File: config.mk
export PLATFORM = sky130hd
export DESIGN_NAME = synced_pwm_phase_and_rate_setup
export DESIGN_NICKNAME = d
export VERILOG_FILES = /design/src/include/pwm_timing_pkg.sv /design/src/logic/frac_scale.sv /design/src/logic/synced_pwm_phase_and_rate_setup.sv
export SDC_FILE = /design/constraint.sdc
export NUM_CORES = 1
export LEC_CHECK = 0
export BUFFER_PORTS_ARGS = -buffer_cell sky130_fd_sc_hd__buf_2
export CAP_MARGIN = 15
export CORE_MARGIN = 2
export CORE_UTILIZATION = 50
export CTS_BUF_LIST = sky130_fd_sc_hd__clkbuf_8 sky130_fd_sc_hd__clkbuf_16
export CTS_CLUSTER_DIAMETER = 200
export CTS_CLUSTER_SIZE = 16
export DETAILED_ROUTE_END_ITERATION = 8
export PLACE_DENSITY_LB_ADDON = 0.08
export SYNTH_ARGS = -nofsm -noshare
export SYNTH_HDL_FRONTEND = slang
export SYNTH_SLANG_ARGS = --single-unit
File: constraint.sdc
create_clock -name CLK -period 3.5 [get_ports CLK]
set_input_delay 0.35 -clock CLK [delete_from_list [all_inputs] [get_ports CLK]]
set_output_delay 0.35 -clock CLK [all_outputs]
set_load 0.01 [all_outputs]
File: src/include/pwm_timing_pkg.sv
/*
 * constants for the synced pwm phase and rate setup block.
 * assumes a 250 mhz system clock and a sync line sampled on it.
 */
package pwm_timing_pkg;
	// system clock
	localparam int unsigned CLK_HZ      = 250_000_000;
	// switching rates, in hz
	localparam int unsigned RATE0_HZ    = 500_000;
	localparam int unsigned RATE1_HZ    = 750_000;
	localparam int unsigned RATE2_HZ    = 1_000_000;
	// switching period counts derived from the clock
	localparam logic [8:0]  PER0_CYC    = 9'(CLK_HZ / RATE0_HZ);
	localparam logic [8:0]  PER1_CYC    = 9'(CLK_HZ / RATE1_HZ);
	localparam logic [8:0]  PER2_CYC    = 9'(CLK_HZ / RATE2_HZ);
	// register select codes on the setup port
	localparam logic        SEL_SETUP   = 1'b0;
	localparam logic        SEL_CEIL    = 1'b1;
	// setup register fields
	localparam int unsigned RATE_MSB    = 7;
	localparam int unsigned RATE_LSB    = 5;
	localparam int unsigned LAG_MSB     = 4;
	localparam int unsigned LAG_LSB     = 0;
	localparam logic [2:0]  RATE_500K   = 3'h0;
	localparam logic [2:0]  RATE_750K   = 3'h1;
	localparam logic [2:0]  RATE_1M     = 3'h2;
	// duty ceiling register fields
	localparam int unsigned CEIL_MSB    = 7;
	localparam int unsigned CEIL_LSB    = 2;
	localparam int unsigned SAT_HI_BIT  = 1;
	localparam int unsigned SAT_LO_BIT  = 0;
	// scaling denominators: 32 lag steps, ceiling in 1/192
	localparam int unsigned LAG_DEN     = 32;
	localparam int unsigned CEIL_DEN    = 192;
	// reset values
	localparam logic [7:0]  SETUP_RST   = 8'h00;
	localparam logic [7:0]  CEIL_RST    = 8'he8;
endpackage : pwm_timing_pkg

File: src/logic/frac_scale.sv
/*
 * scales a period count by code/den, rounding down.
 * assumes den is a constant so the divide folds to logic.
 */
`timescale 1ns/10ps
module frac_scale #(
	parameter int unsigned DEN = 32
) (
	input  wire logic [8:0] period,
	input  wire logic [5:0] code,
	output logic      [8:0] scaled
);
	logic [14:0] prod;

	// product fits 15 bits, quotient never exceeds the period
	always_comb begin
		prod   = 15'(period * code);
		scaled = 9'(prod / 15'(DEN));
	end
endmodule : frac_scale

File: src/logic/synced_pwm_phase_and_rate_setup.sv
/*
 * pwm timing: rate select, phase lag to sync line, duty ceiling.
 * assumes the sync line and setup port are synchronous to CLK.
 */
// Operation
// - setup changes only while converter off
// - switching synchronised to master sync clock
// - switching clock derived from master via divider; the divider here counts CLK cycles and is only realigned on master edges
// - rate code selects 500k, 750k, 1m
// - rate setting independent of other units
// - lag measured from sync edge to on-time
// - lag is code times 11.25 degrees
// - lag applied as set, unit count ignored
// - duty capped at programmed ceiling
// - ceiling is six-bit code over 192
// - saturation forces ceiling or zero per cycle
`timescale 1ns/10ps
module synced_pwm_phase_and_rate_setup (
	input  wire logic       CLK,
	input  wire logic       RESET_N,
	input  wire logic       SYNC_IN,
	input  wire logic       CONV_ON,
	input  wire logic       REG_WR,
	input  wire logic       REG_SEL,
	input  wire logic [7:0] REG_WDATA,
	output logic      [7:0] REG_RDATA,
	input  wire logic [8:0] DUTY_REQ,
	input  wire logic       ERR_HIGH,
	input  wire logic       ERR_LOW,
	output logic            PWM_OUT
);
	logic       rst_a_q;
	logic       rst_n_q;
	logic [7:0] setup_q;
	logic [7:0] ceil_reg_q;
	logic       sync_q;
	logic       sync_edge;
	logic [8:0] period_cyc;
	logic [8:0] lag_cyc;
	logic [8:0] ceil_cyc;
	logic [8:0] cnt_q;
	logic [8:0] pos;
	logic [8:0] on_q;
	logic [8:0] on_d;
	logic [8:0] on_now;
	logic       pwm_q;
	logic       locked_q;
	logic [2:0] rate_code;
	logic       upper_saturation_enable;
	logic       negative_saturation_enable;

	assign rate_code = setup_q[pwm_timing_pkg::RATE_MSB:
		pwm_timing_pkg::RATE_LSB];
	assign upper_saturation_enable =
		ceil_reg_q[pwm_timing_pkg::SAT_HI_BIT];
	assign negative_saturation_enable =
		ceil_reg_q[pwm_timing_pkg::SAT_LO_BIT];

	// reset release through two flops, assertion stays asynchronous
	always_ff @(posedge CLK or negedge RESET_N) begin
		if (!RESET_N) begin
			rst_a_q <= 1'b0;
			rst_n_q <= 1'b0;
		end else begin
			rst_a_q <= 1'b1;
			rst_n_q <= rst_a_q;
		end
	end

	// setup register: frozen while running so a live unit never retimes
	always_ff @(posedge CLK or negedge rst_n_q) begin
		if (!rst_n_q) begin
			setup_q <= pwm_timing_pkg::SETUP_RST;
		end else if (REG_WR && REG_SEL == pwm_timing_pkg::SEL_SETUP &&
			!CONV_ON) begin
			setup_q <= REG_WDATA;
		end
	end

	// duty ceiling and saturation enables, writable any time
	always_ff @(posedge CLK or negedge rst_n_q) begin
		if (!rst_n_q) begin
			ceil_reg_q <= pwm_timing_pkg::CEIL_RST;
		end else if (REG_WR && REG_SEL == pwm_timing_pkg::SEL_CEIL) begin
			ceil_reg_q <= REG_WDATA;
		end
	end

	// read back of the selected register
	always_ff @(posedge CLK or negedge rst_n_q) begin
		if (!rst_n_q) begin
			REG_RDATA <= 8'h00;
		end else if (REG_SEL == pwm_timing_pkg::SEL_CEIL) begin
			REG_RDATA <= ceil_reg_q;
		end else begin
			REG_RDATA <= setup_q;
		end
	end

	// rate code to period; unused codes fall back to the lowest rate
	always_comb begin
		if (rate_code == pwm_timing_pkg::RATE_750K) begin
			period_cyc = pwm_timing_pkg::PER1_CYC;
		end else if (rate_code == pwm_timing_pkg::RATE_1M) begin
			period_cyc = pwm_timing_pkg::PER2_CYC;
		end else begin
			period_cyc = pwm_timing_pkg::PER0_CYC;
		end
	end

	// lag is code/32 of the period, one step being 11.25 degrees
	frac_scale #(
		.DEN    (pwm_timing_pkg::LAG_DEN)
	) u_lag (
		.period (period_cyc),
		.code   ({1'b0, setup_q[pwm_timing_pkg::LAG_MSB:
			pwm_timing_pkg::LAG_LSB]}),
		.scaled (lag_cyc)
	);

	// ceiling is code/192 of the period
	frac_scale #(
		.DEN    (pwm_timing_pkg::CEIL_DEN)
	) u_ceil (
		.period (period_cyc),
		.code   (ceil_reg_q[pwm_timing_pkg::CEIL_MSB:
			pwm_timing_pkg::CEIL_LSB]),
		.scaled (ceil_cyc)
	);

	// sync edge detect; the line is already synchronous to CLK
	always_ff @(posedge CLK or negedge rst_n_q) begin
		if (!rst_n_q) begin
			sync_q <= 1'b0;
		end else begin
			sync_q <= SYNC_IN;
		end
	end
	assign sync_edge = SYNC_IN && !sync_q;

	// period divider, realigned on every master edge so it stays locked;
	// each unit uses only its own rate, so mixed rates share one line
	always_ff @(posedge CLK or negedge rst_n_q) begin
		if (!rst_n_q) begin
			cnt_q <= 9'h000;
		end else if (sync_edge) begin
			cnt_q <= 9'h000;
		end else if (cnt_q >= period_cyc - 9'h001) begin
			cnt_q <= 9'h000;
		end else begin
			cnt_q <= cnt_q + 9'h001;
		end
	end

	// lock flag: no switching before the first master edge
	always_ff @(posedge CLK or negedge rst_n_q) begin
		if (!rst_n_q) begin
			locked_q <= 1'b0;
		end else if (sync_edge) begin
			locked_q <= 1'b1;
		end
	end

	// position within the cycle counted from the lagged on-time start
	always_comb begin
		if (cnt_q >= lag_cyc) begin
			pos = cnt_q - lag_cyc;
		end else begin
			pos = 9'(cnt_q + period_cyc - lag_cyc);
		end
	end

	// on-time chosen once per cycle; saturation wins over the loop
	always_comb begin
		if (upper_saturation_enable && ERR_HIGH) begin
			on_d = ceil_cyc;
		end else if (negative_saturation_enable && ERR_LOW) begin
			on_d = 9'h000;
		end else if (DUTY_REQ > ceil_cyc) begin
			on_d = ceil_cyc;
		end else begin
			on_d = DUTY_REQ;
		end
	end

	// latch on-time at cycle start so a pulse is never cut mid-way
	always_ff @(posedge CLK or negedge rst_n_q) begin
		if (!rst_n_q) begin
			on_q <= 9'h000;
		end else if (pos == 9'h000) begin
			on_q <= on_d;
		end
	end

	// the cycle starting now uses its fresh on-time at once, so a pulse
	// never starts late or runs one cycle short after an on-time change
	always_comb begin
		if (pos == 9'h000) begin
			on_now = on_d;
		end else begin
			on_now = on_q;
		end
	end

	// pwm output, held low while off or unlocked
	always_ff @(posedge CLK or negedge rst_n_q) begin
		if (!rst_n_q) begin
			pwm_q <= 1'b0;
		end else begin
			pwm_q <= CONV_ON && locked_q && (pos < on_now);
		end
	end
	assign PWM_OUT = pwm_q;

	a_setup_frozen: assert property (@(posedge CLK) disable iff (!rst_n_q)
		CONV_ON |=> $stable(setup_q))
		else $error("setup changed while running");

	a_rate_reset: assert property (@(posedge CLK)
		$rose(rst_n_q) |-> rate_code == 3'h0)
		else $error("rate not cleared at reset");

	a_period_map: assert property (@(posedge CLK) disable iff (!rst_n_q)
		rate_code == pwm_timing_pkg::RATE_1M |->
		period_cyc == pwm_timing_pkg::PER2_CYC)
		else $error("1m rate period wrong");

	a_sync_align: assert property (@(posedge CLK) disable iff (!rst_n_q)
		sync_edge |=> cnt_q == 9'h000 && locked_q)
		else $error("divider not realigned on sync");

	a_divider_wrap: assert property (@(posedge CLK) disable iff (!rst_n_q)
		!sync_edge && cnt_q == period_cyc - 9'h001 && $stable(setup_q)
		|=> cnt_q == 9'h000)
		else $error("divider did not wrap at period");

	a_lag_value: assert property (@(posedge CLK) disable iff (!rst_n_q)
		setup_q[4:0] == 5'h10 |-> lag_cyc == period_cyc >> 1)
		else $error("half period lag wrong");

	a_on_start: assert property (@(posedge CLK) disable iff (!rst_n_q)
		$rose(pwm_q) && $past(CONV_ON, 2) && $past(locked_q, 2) &&
		!$past(sync_edge, 2) && $stable(setup_q)
		|-> $past(cnt_q) == lag_cyc)
		else $error("on-time not at lag");

	a_duty_cap: assert property (@(posedge CLK) disable iff (!rst_n_q)
		pos == 9'h000 |=> on_q <= $past(ceil_cyc))
		else $error("on-time above ceiling");

	a_sat_high: assert property (@(posedge CLK) disable iff (!rst_n_q)
		pos == 9'h000 && upper_saturation_enable && ERR_HIGH
		|=> on_q == $past(ceil_cyc))
		else $error("high saturation missed");

	a_sat_low: assert property (@(posedge CLK) disable iff (!rst_n_q)
		pos == 9'h000 && negative_saturation_enable && ERR_LOW &&
		!(upper_saturation_enable && ERR_HIGH) |=> on_q == 9'h000)
		else $error("low saturation missed");

	a_off_quiet: assert property (@(posedge CLK) disable iff (!rst_n_q)
		!CONV_ON |=> !PWM_OUT)
		else $error("pwm active while off");
endmodule : synced_pwm_phase_and_rate_setup

==> run_results.csv <==
group,metric,value,unit
run_status,outcome,"finished, violations left",
run_status,violations,"negative setup slack",
route,drtPass1Iterations,5,
run,maxCapViolCount,0,
sta,max_freq,118,MHz
global_route,gr-total-overflow,0,
global_route,antenna_found_initial,0,
place,dpl_cell_area,0.00906,mm2
worst_setup_path,path_delay_family,"compound AO/OA/AOI/OAI gates",
clock_network,cts_tree,"done",
clock_network,clock_path_buffers,2,
sta,fin_crit_sh,242,%
global_route,grt_use_total,26.1,%
yosys,avgSynthCellArea,9.00,um2
route,wire_per_inst,15.4,um
place,post-place-ws,-5150,ps
worst_setup_path,cp_max_fo,7,
route,antenna_left,0,
global_route,grt_max_degree,46,
floorplan,die_w,121,um
layout,area_delta_synth_final,40.7,%
place,io_buffer_count,33,
worst_setup_path,crit_arrival,8700,ps
yosys,postSynthCellCount,762,
worst_setup_path,crit_type,"reg2reg",
clock_network,h-tree-depth,2,
worst_setup_path,critPathMaxStageDelay,540,ps
layout,final_util,72.6,%
yosys,ys_seq_area_share,17.2,%
yosys,synth_fp_nets,932,
worst_setup_path,reg2reg_from,"setup_q[5]",
layout,layout-drive-gt1-share,39.5,%
sta,final.setup.worst_slack,-4980,ps
worst_hold_path,min_path_type,"in2reg",
yosys,synth_largest_area_cell,"fa_1",
global_route,grt_pass1_vias,6727,
route,wirelength,18500,um
sta,rsz0062_at_grt,"true",
route,via_per_inst,5.26,
clock_network,cts.sinks,47,
yosys,synth_top_area_share,16.6,%
floorplan,die_y,121,um
floorplan,die_area,0.0147,mm2
sta,slew_viol_final,0,
sta,setup_viol,10,
floorplan,start_util,51.6,%
route,drc_errors,0,
layout,final_cell_mix,"buf_4 (225), inv_1 (119), ha_1 (80)",
worst_setup_path,crit_required,3720,ps
worst_setup_path,crit_path_end_kind,"flip-flop",
floorplan,rows,42,
sta,hold_viol_final,0,
yosys,synth_flop_cell,"dfrtp_1",
global_route,grt_pass1_wl,31100,um
layout,diodes,0,
sta,relSlewSlack,28.0,%
layout,layout.nets,1191,
worst_setup_path,cp-startpoint,"setup_q[5]",
yosys,synthTopCellsByArea,"fa_1 (17%), ha_1 (16%), dfrtp_1 (16%), inv_1 (6.7%), xnor2_1 (5.0%)",
yosys,async_flop_share,100,%
floorplan,core_area,0.0133,mm2
sta,fin_tns_setup,-42360,ps
clock_network,clockRootBuffer,"clkbuf_16",
route,drt_iter0_drc,274,
yosys,yosysUniqueCellTypes,79,
clock_network,clk_latency,290,ps
worst_setup_path,path_buf_inv,6,
worst_setup_path,crit_path_start_kind,"flip-flop",
yosys,netlist_area,0.00686,mm2
layout,stdcell_area,0.00965,mm2
place,place_congestion,0.920,
place,dp_hpwl,15000,um
clock_network,numCtsBuffers,5,
sta,min_period,8480,ps
route,vias,6297,
worst_hold_path,min_from,"SYNC_IN",
yosys,ys_seq_elements,47,
floorplan,io_pins,34,
yosys,synth-edff-count,0,
worst_setup_path,slowest_stage,"fa_1",
sta,tightest_slew,1080,ps
layout,final_common_cell,"buf_4",
yosys,synth-warning-count,0,
sta,skew,4.69,ps
clock_network,path_clk_slew,70,ps
## layer usage
| metal | up-vias | track usage, % | wire length, um |
|---|---|---|---|
| met4 | 0 | 6.68 | 338 |
| met5 | - | 0 | 0 |
| li1 | 3106 | - | - |
| met1 | 3090 | 32.0 | 7980 |
| met3 | 27 | 1.50 | 284 |
| met2 | 74 | 49.6 | 9860 |
## stage by stage
step / hold slack (ps) / instances
floorplan: 54.4 / 762
global placement: 134 / 1177
detailed placement: 138 / 1177
CTS: 173 / 1195
global route: 173 / 1198
finish: 178 / 1198
## what timing repair did
item | 4_1_cts | 5_1_grt
setup endpoints to repair | 10 | 19
endpoints found under the hold margin | 2 | 0
gates resized for setup | 39 | 27
pin swaps | 12 | 19
hold buffers | 1 | 0
buffers inserted | 9 | 2
## registers in the layout, indices dropped and copies added (netlist names)
signal	flops
on_q	9
cnt_q	9
sync_q	1
ceil_reg_q	8
PWM_OUT	1
rst_n_q	1
setup_q	8
rst_a_q	1
REG_RDATA	8
locked_q	1
## worst reg2reg max path: cells and delay by family, from the launching register on
| kind | cells | cell delay (ps) |
|---|---|---|
| AOI/OAI and AO/OA | 21 | 3740 |
| adders and majority gates | 6 | 2260 |
| and+or+nand+nor | 8 | 1130 |
| buffers and inverters | 6 | 660 |
| DFF | 1 | 440 |
| xor gates and xnor gates | 1 | 180 |
## synthesized netlist by cell type, types with 9 or more instances
| cell type | count |
|---|---|
| nor2b_1 | 13 |
| nand2_1 | 39 |
| nand4_1 | 10 |
| xnor2_1 | 39 |
| dfrtp_1 | 43 |
| mux2_2 | 24 |
| nor2_1 | 52 |
| a21o_1 | 21 |
| inv_1 | 122 |
| nand3_1 | 9 |
| nor3_1 | 12 |
| a21oi_1 | 42 |
| o21ai_0 | 25 |
| fa_1 | 57 |
| ha_1 | 88 |
| and2_1 | 19 |
| xor2_1 | 10 |
## path summary, 6_finish.rpt
check                           cells past startpoint             to  slack, ps
worst max-delay path                               42        PWM_OUT      -4980
worst min-delay path                                1         sync_q        180
worst max register to register                     42        PWM_OUT      -4980
worst min register to register                      0   REG_RDATA[2]        270
max in group asynchronous                           1  ceil_reg_q[3]       2650
min in group asynchronous                           0   REG_RDATA[2]        270
## cell families (layout without fill, tap and decap cells)
family,after synthesis,count (layout),share of synthesized area (%)
and+or+nand+nor,189,189,13.9
AOI/OAI and AO/OA,160,160,16.2
adders and majority gates,146,146,32.8
buffers and inverters,137,397,8.13
xor gates and xnor gates,50,50,6.49
DFF,47,47,17.2
muxes,31,31,5.11
other,2,2,0.109
## final cells by class
type                    count  area [um2]
multi-input cells         578        5660
fillers                   996        3640
repair buffers            267        1980
flip-flops and latches     47        1180
inverters                 122         463
well taps                 176         220
clock buffers               5         125
clock inverters             3        16.3
Power is not shown: default switching activity piles up to over one toggle a cycle in this logic, so the estimate is an artifact.
